$ cat src/verilog/elsf_pkg.sv
// shared constants, register map and state type of the encoder loss fallback
package elsf_pkg;
  // bus geometry
  localparam int ADDR_W = 8;
  localparam int DATA_W = 32;
  // register byte offsets
  localparam logic [7:0] CTRL_OFS = 8'h00;
  localparam logic [7:0] STATUS_OFS = 8'h04;
  localparam logic [7:0] TORQUE_PCT_OFS = 8'h08;
  localparam logic [7:0] TORQUE_NM_OFS = 8'h0C;
  localparam logic [7:0] EST_RPM_OFS = 8'h10;
  localparam logic [7:0] SP_INIT_OFS = 8'h14;
  // control fields
  localparam int CTRL_EN_BIT = 0;
  localparam logic CTRL_EN_RST = 1'b0;
  // status fields
  localparam int ST_SENSORLESS_BIT = 0;
  localparam int ST_WARN_BIT = 1;
  localparam int ST_AUTOTUNE_BIT = 2;
  localparam int ST_CONVERGING_BIT = 3;
  localparam int ST_ACCEL_BIT = 4;
  localparam int ST_SP_LOW_BIT = 5;
  localparam int ST_STATE_LSB = 8;
  // supervision figures
  localparam int THRESH_RPM = 300;
  localparam int REACH_PCT = 95;
  localparam int FULL_PCT = 100;
  localparam int CONV_TIME_MS = 100;
  localparam int CLK_MHZ = 250;
  localparam int CONV_CYCLES = CONV_TIME_MS * CLK_MHZ * 1000;
  // one-hot supervisor states
  typedef enum logic [4:0] {
    ELSF_STOPPED = 5'h01,
    ELSF_CONVERGE = 5'h02,
    ELSF_ACCEL = 5'h04,
    ELSF_ARMED = 5'h08,
    ELSF_SENSORLESS = 5'h10
  } elsf_state_t;
endpackage

$ cat src/verilog/elsf_cmp_if.sv
// carrier between the supervisor and its speed comparator
`timescale 1ns/1ps
interface elsf_cmp_if #(
  parameter int SPD_W = 16
);
  logic signed [SPD_W-1:0] enc_rpm;
  logic signed [SPD_W-1:0] est_rpm;
  logic signed [SPD_W-1:0] sp_rpm;
  logic signed [SPD_W-1:0] sp_init_rpm;
  logic mismatch;
  logic reached;
  logic sp_ok;
  modport sup (
    output enc_rpm,
    output est_rpm,
    output sp_rpm,
    output sp_init_rpm,
    input mismatch,
    input reached,
    input sp_ok
  );
  modport cmp (
    input enc_rpm,
    input est_rpm,
    input sp_rpm,
    input sp_init_rpm,
    output mismatch,
    output reached,
    output sp_ok
  );
endinterface

$ cat src/verilog/elsf_cmp.sv
// speed comparator: discrepancy, reach and setpoint level checks
`timescale 1ns/1ps
module elsf_cmp #(
  parameter int SPD_W = 16
) (
  input wire logic core_clk,
  input wire logic rst_b,
  elsf_cmp_if.cmp cif
);
  localparam int MAG_W = SPD_W + 1;
  localparam int PRD_W = MAG_W + 8;
  localparam logic [MAG_W-1:0] THRESH = MAG_W'(elsf_pkg::THRESH_RPM);
  localparam logic [7:0] REACH = 8'(elsf_pkg::REACH_PCT);
  localparam logic [7:0] FULL = 8'(elsf_pkg::FULL_PCT);

  function automatic logic [MAG_W-1:0] mag(input logic signed [MAG_W-1:0] v);
    mag = v[MAG_W-1] ? MAG_W'(-v) : v;
  endfunction

  logic [MAG_W-1:0] diff_mag;
  logic [PRD_W-1:0] est_scaled;
  logic [PRD_W-1:0] sp_scaled;
  logic nxt_mismatch;
  logic nxt_reached;
  logic nxt_sp_ok;
  logic mismatch_ff;
  logic reached_ff;
  logic sp_ok_ff;

  always_comb begin
    // either sign of difference counts
    diff_mag = mag(MAG_W'(cif.enc_rpm) - MAG_W'(cif.est_rpm));
    nxt_mismatch = diff_mag > THRESH;
    // compare percentages without division
    est_scaled = PRD_W'(mag(MAG_W'(cif.est_rpm))) * PRD_W'(FULL);
    sp_scaled = PRD_W'(mag(MAG_W'(cif.sp_init_rpm))) * PRD_W'(REACH);
    nxt_reached = est_scaled >= sp_scaled;
    nxt_sp_ok = mag(MAG_W'(cif.sp_rpm)) >= THRESH;
  end

  always_ff @(posedge core_clk) begin
    if (!rst_b) begin
      mismatch_ff <= 1'b0;
      reached_ff <= 1'b0;
      sp_ok_ff <= 1'b0;
    end else begin
      mismatch_ff <= nxt_mismatch;
      reached_ff <= nxt_reached;
      sp_ok_ff <= nxt_sp_ok;
    end
  end

  assign cif.mismatch = mismatch_ff;
  assign cif.reached = reached_ff;
  assign cif.sp_ok = sp_ok_ff;
endmodule

$ cat src/verilog/elsf_top.sv
// encoder loss fallback supervisor with register port
//
// Overview of operation
// - fallback enable bit, reset clear, permits automatic encoder to estimator handover.
// - estimator kept running and tracking at all times, encoder mode included.
// - enabled and speed gap above 300 rpm declares encoder fault, selects estimate.
// - after handover stay sensorless until the drive next stops.
// - while running after handover never return to encoder feedback.
// - raise a warning flag when the handover to sensorless takes place.
// - no handover at all while an autotune sequence is active.
// - no handover after each start until the estimator convergence time elapses.
// - no handover until estimated speed reaches 95% of initial setpoint.
// - no handover while the setpoint magnitude is below 300 rpm.
// - publish estimator torque both as percent and in newton metres.
//
// Decided for this implementation: strobed register access and the register addresses.
`timescale 1ns/1ps
module elsf_top #(
  parameter int SPD_W = 16,
  parameter int TRQ_W = 16,
  parameter int CONV_CYCLES = elsf_pkg::CONV_CYCLES
) (
  input wire logic core_clk,
  input wire logic rst_b,
  input wire logic [elsf_pkg::ADDR_W-1:0] reg_addr,
  input wire logic [elsf_pkg::DATA_W-1:0] reg_wdata,
  input wire logic reg_wr,
  input wire logic reg_rd,
  output logic [elsf_pkg::DATA_W-1:0] reg_rdata_ff,
  input wire logic drive_run,
  input wire logic autotune_active,
  input wire logic signed [SPD_W-1:0] setpoint_rpm,
  input wire logic signed [SPD_W-1:0] encoder_rpm,
  input wire logic signed [SPD_W-1:0] estimated_rotor_rpm,
  input wire logic signed [TRQ_W-1:0] estimator_torque_percent,
  input wire logic signed [TRQ_W-1:0] estimator_torque_nm,
  output logic signed [SPD_W-1:0] speed_feedback_ff,
  output logic sensorless_ff,
  output logic fallback_warning_ff,
  output logic estimator_run_ff,
  output logic signed [TRQ_W-1:0] estimated_torque_percent_ff,
  output logic signed [TRQ_W-1:0] estimated_torque_nm_ff
);
  localparam int CNT_W = 32;
  localparam logic [CNT_W-1:0] CONV_LAST = CNT_W'(CONV_CYCLES - 1);
  localparam int DW = elsf_pkg::DATA_W;

  elsf_cmp_if #(.SPD_W(SPD_W)) cif ();

  elsf_cmp #(
    .SPD_W(SPD_W)
  ) u_cmp (
    .core_clk(core_clk),
    .rst_b(rst_b),
    .cif(cif)
  );

  // register access decode
  function automatic logic hit(
    input logic [elsf_pkg::ADDR_W-1:0] a,
    input logic [elsf_pkg::ADDR_W-1:0] ofs
  );
    hit = (a == ofs);
  endfunction

  // ---------------- control register ----------------
  logic enable_ff;
  logic nxt_enable;

  always_comb begin
    nxt_enable = enable_ff;
    if (reg_wr && hit(reg_addr, elsf_pkg::CTRL_OFS)) begin
      nxt_enable = reg_wdata[elsf_pkg::CTRL_EN_BIT];
    end
  end

  always_ff @(posedge core_clk) begin
    if (!rst_b) begin
      enable_ff <= elsf_pkg::CTRL_EN_RST;
    end else begin
      enable_ff <= nxt_enable;
    end
  end

  // ---------------- supervisor state ----------------
  elsf_pkg::elsf_state_t state_ff;
  elsf_pkg::elsf_state_t nxt_state;
  logic [CNT_W-1:0] conv_cnt_ff;
  logic [CNT_W-1:0] nxt_conv_cnt;
  logic signed [SPD_W-1:0] sp_init_ff;
  logic signed [SPD_W-1:0] nxt_sp_init;
  logic run_d_ff;
  logic start;
  logic gate_ok;
  logic trip;

  // the estimator ignores our state, so it keeps tracking in encoder mode
  assign cif.enc_rpm = encoder_rpm;
  assign cif.est_rpm = estimated_rotor_rpm;
  assign cif.sp_rpm = setpoint_rpm;
  assign cif.sp_init_rpm = sp_init_ff;

  always_comb begin
    start = drive_run && !run_d_ff;
    // every guard must clear before a trip may act
    gate_ok = enable_ff && !autotune_active && cif.sp_ok;
    trip = gate_ok && cif.mismatch;
    nxt_state = state_ff;
    nxt_conv_cnt = conv_cnt_ff;
    nxt_sp_init = sp_init_ff;
    case (state_ff)
      elsf_pkg::ELSF_STOPPED: begin
        if (start) begin
          nxt_state = elsf_pkg::ELSF_CONVERGE;
          nxt_conv_cnt = '0;
          // initial setpoint is the one present at start
          nxt_sp_init = setpoint_rpm;
        end
      end
      elsf_pkg::ELSF_CONVERGE: begin
        if (conv_cnt_ff >= CONV_LAST) begin
          nxt_state = elsf_pkg::ELSF_ACCEL;
        end else begin
          nxt_conv_cnt = conv_cnt_ff + CNT_W'(1);
        end
      end
      elsf_pkg::ELSF_ACCEL: begin
        // reach flag lags one cycle behind the estimate
        if (cif.reached) begin
          nxt_state = elsf_pkg::ELSF_ARMED;
        end
      end
      elsf_pkg::ELSF_ARMED: begin
        if (trip) begin
          nxt_state = elsf_pkg::ELSF_SENSORLESS;
        end
      end
      elsf_pkg::ELSF_SENSORLESS: begin
        // no way back to encoder while running
        nxt_state = elsf_pkg::ELSF_SENSORLESS;
      end
      default: begin
        nxt_state = elsf_pkg::ELSF_STOPPED;
      end
    endcase
    // a stop ends every supervision cycle, sensorless included
    if (!drive_run) begin
      nxt_state = elsf_pkg::ELSF_STOPPED;
    end
  end

  always_ff @(posedge core_clk) begin
    if (!rst_b) begin
      state_ff <= elsf_pkg::ELSF_STOPPED;
      conv_cnt_ff <= '0;
      sp_init_ff <= '0;
      run_d_ff <= 1'b0;
    end else begin
      state_ff <= nxt_state;
      conv_cnt_ff <= nxt_conv_cnt;
      sp_init_ff <= nxt_sp_init;
      run_d_ff <= drive_run;
    end
  end

  // ---------------- feedback and flags ----------------
  logic signed [SPD_W-1:0] nxt_feedback;
  logic nxt_sensorless;
  logic nxt_warning;
  logic warn_set;
  logic warn_clr;

  always_comb begin
    nxt_sensorless = (nxt_state == elsf_pkg::ELSF_SENSORLESS);
    if (nxt_sensorless) begin
      nxt_feedback = estimated_rotor_rpm;
    end else begin
      nxt_feedback = encoder_rpm;
    end
    // a stop in the trip cycle cancels the handover, so no warning then
    warn_set = (state_ff == elsf_pkg::ELSF_ARMED) &&
               (nxt_state == elsf_pkg::ELSF_SENSORLESS);
    warn_clr = reg_wr && hit(reg_addr, elsf_pkg::STATUS_OFS) &&
               reg_wdata[elsf_pkg::ST_WARN_BIT];
    // set beats a clear landing in the same cycle
    nxt_warning = warn_set || (fallback_warning_ff && !warn_clr);
  end

  always_ff @(posedge core_clk) begin
    if (!rst_b) begin
      speed_feedback_ff <= '0;
      sensorless_ff <= 1'b0;
      fallback_warning_ff <= 1'b0;
      estimator_run_ff <= 1'b0;
    end else begin
      speed_feedback_ff <= nxt_feedback;
      sensorless_ff <= nxt_sensorless;
      fallback_warning_ff <= nxt_warning;
      estimator_run_ff <= 1'b1;
    end
  end

  // ---------------- torque publication ----------------
  always_ff @(posedge core_clk) begin
    if (!rst_b) begin
      estimated_torque_percent_ff <= '0;
      estimated_torque_nm_ff <= '0;
    end else begin
      estimated_torque_percent_ff <= estimator_torque_percent;
      estimated_torque_nm_ff <= estimator_torque_nm;
    end
  end

  // ---------------- read port ----------------
  logic [DW-1:0] status_word;
  logic [DW-1:0] nxt_rdata;

  always_comb begin
    status_word = '0;
    status_word[elsf_pkg::ST_SENSORLESS_BIT] = sensorless_ff;
    status_word[elsf_pkg::ST_WARN_BIT] = fallback_warning_ff;
    status_word[elsf_pkg::ST_AUTOTUNE_BIT] = autotune_active;
    status_word[elsf_pkg::ST_CONVERGING_BIT] =
      (state_ff == elsf_pkg::ELSF_CONVERGE);
    status_word[elsf_pkg::ST_ACCEL_BIT] = (state_ff == elsf_pkg::ELSF_ACCEL);
    status_word[elsf_pkg::ST_SP_LOW_BIT] = !cif.sp_ok;
    status_word[elsf_pkg::ST_STATE_LSB +: 5] = state_ff;
    nxt_rdata = '0;
    if (reg_rd) begin
      case (reg_addr)
        elsf_pkg::CTRL_OFS: begin
          nxt_rdata[elsf_pkg::CTRL_EN_BIT] = enable_ff;
        end
        elsf_pkg::STATUS_OFS: begin
          nxt_rdata = status_word;
        end
        elsf_pkg::TORQUE_PCT_OFS: begin
          nxt_rdata = DW'(estimated_torque_percent_ff);
        end
        elsf_pkg::TORQUE_NM_OFS: begin
          nxt_rdata = DW'(estimated_torque_nm_ff);
        end
        elsf_pkg::EST_RPM_OFS: begin
          nxt_rdata = DW'(estimated_rotor_rpm);
        end
        elsf_pkg::SP_INIT_OFS: begin
          nxt_rdata = DW'(sp_init_ff);
        end
        default: begin
          nxt_rdata = '0;
        end
      endcase
    end
  end

  always_ff @(posedge core_clk) begin
    if (!rst_b) begin
      reg_rdata_ff <= '0;
    end else begin
      reg_rdata_ff <= nxt_rdata;
    end
  end
endmodule

$ cat config.mk
export PLATFORM = sky130hd
export DESIGN_NAME = elsf_top
export DESIGN_NICKNAME = d
export VERILOG_FILES = /design/src/verilog/elsf_pkg.sv /design/src/verilog/elsf_cmp_if.sv /design/src/verilog/elsf_cmp.sv /design/src/verilog/elsf_top.sv
export SDC_FILE = /design/constraint.sdc
export NUM_CORES = 1
export LEC_CHECK = 0
export BUFFER_PORTS_ARGS = -buffer_cell sky130_fd_sc_hd__buf_4
export CAP_MARGIN = 10
export CORE_UTILIZATION = 58
export CTS_CLUSTER_SIZE = 8
export DETAILED_ROUTE_END_ITERATION = 6
export MAX_ROUTING_LAYER = met4
export PLACE_DENSITY = 0.86
export SETUP_SLACK_MARGIN = 0.02
export SYNTH_ARGS = -nofsm -noshare
export SYNTH_HDL_FRONTEND = slang
export SYNTH_SLANG_ARGS = --single-unit
export TNS_END_PERCENT = 1
$ cat constraint.sdc
create_clock -name core_clk -period 9.2 [get_ports core_clk]
set_clock_uncertainty 0.15 [all_clocks]
set_input_delay 0 -clock core_clk [delete_from_list [all_inputs] [get_ports core_clk]]
set_output_delay 0 -clock core_clk [all_outputs]
set_load 0.01 [all_outputs]
==> flow_metrics.py <==
metrics = {
    "floorplanning": {
        "num_rows": 52,
        "start_util_pct": 59.39,
        "core_um2": 20300,
        "chipHeight_um": 146.2,
        "die_area_um2": 21370,
        "die_x_um": 146.2,
        "io_pins": 209,
    },
    "clock_tree": {
        "cts_max_level": 4,
        "max-clock-path-buffers": 2,
        "hold_buffers": 136,
        "clock_sinks": 125,
        "clk_latency_ns": 0.44,
        "clkTransAtPathRegs_ns": 0.07,
        "cts_resized": 0,
        "cts-root-buf": "clkbuf_16",
        "cts_setup_buffers": 0,
        "tritoncts": "yes",
        "cts_buffers": 17,
    },
    "timing": {
        "period_minus_slack_ns": 7.997,
        "drv_slew": 0,
        "setup_viol_count_final": 0,
        "finalHoldViolCount": 0,
        "period_share_pct": 86.92,
        "fin_tns_setup_ns": 0,
        "fin_ws_ns": 1.203,
        "fmax_mhz": 125.0,
        "worst_pin_slew_ns": 1.156,
        "rsz0062_at_grt": "no",
        "timing.slew.headroom_pct": 22.73,
    },
    "global_route": {
        "first_global_vias": 12866,
        "grt_pass1_wl_mm": 66.25,
        "grt_max_degree": 41,
        "globalRouteOverflowTotal": 0,
        "antenna_found_initial": 2,
        "grt_use_total_pct": 41.03,
    },
    "synthesis": {
        "yosysMostFrequentCell": "inv_1",
        "synth_edf_count": 0,
        "synth_async_sr_flop_share_pct": 0,
        "netlist_instances": 1445,
        "synth-seq-cells": 125,
        "yosys_warnings": 0,
        "yosysSeqAreaShare_pct": 20.76,
        "yosysUniqueCellTypes": 79,
        "yosysTopAreaCell": "dfxtp_1",
        "synth_top_area_share_pct": 20.76,
        "syn_area_um2": 12060,
        "ys.flop_type": "dfxtp_1",
        "synth_common_cells": "193 x inv_1, 159 x ha_1, 125 x dfxtp_1, 125 x nor2_1, 99 x a21oi_1",
        "synth_area_leaders": "dfxtp_1 21%, ha_1 17%, fa_1 11%",
        "avgSynthCellArea_um2": 8.344,
    },
    "worst_setup_path": {
        "start_kind": "register",
        "crit_top_cell": "ha_1",
        "crit_path_max_fanout": 8,
        "slowest_stage": "dfxtp_1",
        "worstSetupPathType": "register to register",
        "required_ns": 9.35,
        "crit_path_end_kind": "register",
        "cp.arrival_ns": 8.15,
        "cpPeakStageDelay_ns": 0.68,
    },
    "routing": {
        "ant_nets": 0,
        "drc_errors": 69,
        "wire_per_inst_um": 20.75,
        "num_vias": 12679,
        "avgViaCountPerCell": 6.283,
        "drt_pass1_iterations": 7,
        "dr.first_iter.drc_count": 1596,
        "postRouteWirelength_mm": 41.88,
    },
    "worst_hold_path": {
        "min_path_type": "primary input to register",
    },
    "run_status": {
        "violations": "design-rule violations",
        "outcome": "complete, but fails checks",
    },
    "pwr": {
        "pwr-share-comb_pct": 58.9,
        "internal-power_mw": 1.853,
        "p_clk_share_pct": 23.0,
        "sw_frac_of_total_pct": 42.53,
        "p_leak_nw": 7.434,
        "seqPwrFrac_pct": 18.1,
        "power_density_nw_per_um2": 208.1,
        "p_sw_mw": 1.371,
        "ir_drop_mv": 0.2169,
    },
    "final_layout": {
        "nNetsFinal": 2081,
        "drive_gt1_share_pct": 14.61,
        "syn_to_final_growth_pct": 28.46,
    },
    "place": {
        "dp_hpwl_mm": 24.89,
        "pre_cts_slack_ns": 1.376,
        "portBuffers": 178,
        "place.gp.congestion": 0.9180,
    },
    "run": {
        "maxCapViolCount": 0,
    },
}
[placed cells by master, fill, tap and decap left out, types with 26 or more instances in the layout]
cell / n
a22oi_1: 26
and2_1: 41
xor2_1: 41
inv_1: 193
nand3_1: 26
a21oi_1: 99
dlygate4sd3_1: 136
nand2_1: 87
buf_4: 181
xnor2_1: 69
nor2_1: 125
fa_1: 64
dfxtp_1: 125
ha_1: 159
o21ai_0: 45
[worst max-delay path, delay by kind of cell (launching register included)]
| kind | cells | cell delay [ns] |
|---|---|---|
| adder cells (fa/ha/maj) | 7 | 2.76 |
| buffers and inverters | 3 | 0.24 |
| XOR/XNOR | 3 | 0.94 |
| AND/OR/NAND/NOR | 8 | 0.94 |
| AO/OA/AOI/OAI | 10 | 2.13 |
| flip-flops | 1 | 0.68 |
[metrics by stage]
step | util, % | hold slack (ns) | power, mW | instance area (um2) | std cells
2_1_floorplan | - | -0.1223 | 1.999 | 12080 | 1452
3_3_place_gp | 66.49 | 0.05779 | 2.310 | 13500 | 1847
3_5_place_dp | 66.49 | 0.06029 | 2.397 | 13500 | 1847
4_1_cts | 76.26 | 0.04361 | 3.167 | 15480 | 2015
5_1_grt | 76.28 | 0.1205 | 3.503 | 15480 | 2017
6_report | 76.29 | 0.1406 | 3.223 | 15490 | 2018
[layout make-up]
cell class                      instances  area (um2)
Inverter                              194       728.2
Clock buffer                           18       439.2
Tap cell                              270       337.8
Clock inverter                         14       182.7
Multi-Input combinational cell       1077        8569
Sequential cell                       125        2502
Timing Repair Buffer                  317        2720
Fill cell                            1241        4812
Antenna cell                            3       7.507
[logic make-up (layout without fill, tap and decap cells)]
family	Yosys count	count (layout)	share of synthesized area [%]
and+or+nand+nor	419	419	17.51
AOI/OAI and AO/OA	293	293	15.93
buffers and inverters	250	543	8.385
adders and majority gates	223	223	27.13
DFF	125	125	20.76
xor gates and xnor gates	113	113	8.396
muxes	20	20	1.837
other	2	12	0.06229
[state kept, by name (all words and copies together) (netlist names)]
register	flops
sensorless_ff	1
u_cmp.cif.sp_ok	1
speed_feedback_ff	16
reg_rdata_ff	16
estimator_run_ff	1
fallback_warning_ff	1
enable_ff	1
conv_cnt_ff	32
u_cmp.cif.reached	1
estimated_torque_nm_ff	16
run_d_ff	1
u_cmp.cif.mismatch	1
estimated_torque_percent_ff	16
state_ff	5
cif.sp_init_rpm	16
[layer usage]
metal  track usage [%]  wire length (um)
met1             42.55             14300
met2             64.83             18970
met3             12.19              4527
met4             33.02              4071
met5                 -                 0
[path summary, 6_finish.rpt]
path	start	endpoint	slack (ns)	cells after the start
setup / recovery	cif.sp_init_rpm[0]$_SDFFE_PN0P_	u_cmp.cif.reached$_SDFF_PN0_	1.20	31
hold / removal	reg_addr[2]	reg_rdata_ff[1]$_SDFF_PN0_	0.14	4
setup reg to reg	cif.sp_init_rpm[0]$_SDFFE_PN0P_	u_cmp.cif.reached$_SDFF_PN0_	1.20	31
hold reg to reg	run_d_ff$_SDFF_PN0_	state_ff[0]$_SDFF_PN1_	0.36	2
[power groups by stage]
stage / registers (mW) / clock network, mW / logic, mW
2_1_floorplan: 0.587 / 0 / 1.41
3_3_place_gp: 0.590 / 0 / 1.72
3_5_place_dp: 0.591 / 0 / 1.81
4_1_cts: 0.580 / 0.718 / 1.87
5_1_grt: 0.585 / 0.750 / 2.17
6_report: 0.584 / 0.740 / 1.90
No activity file was read; power rests on OpenSTA's default activity.
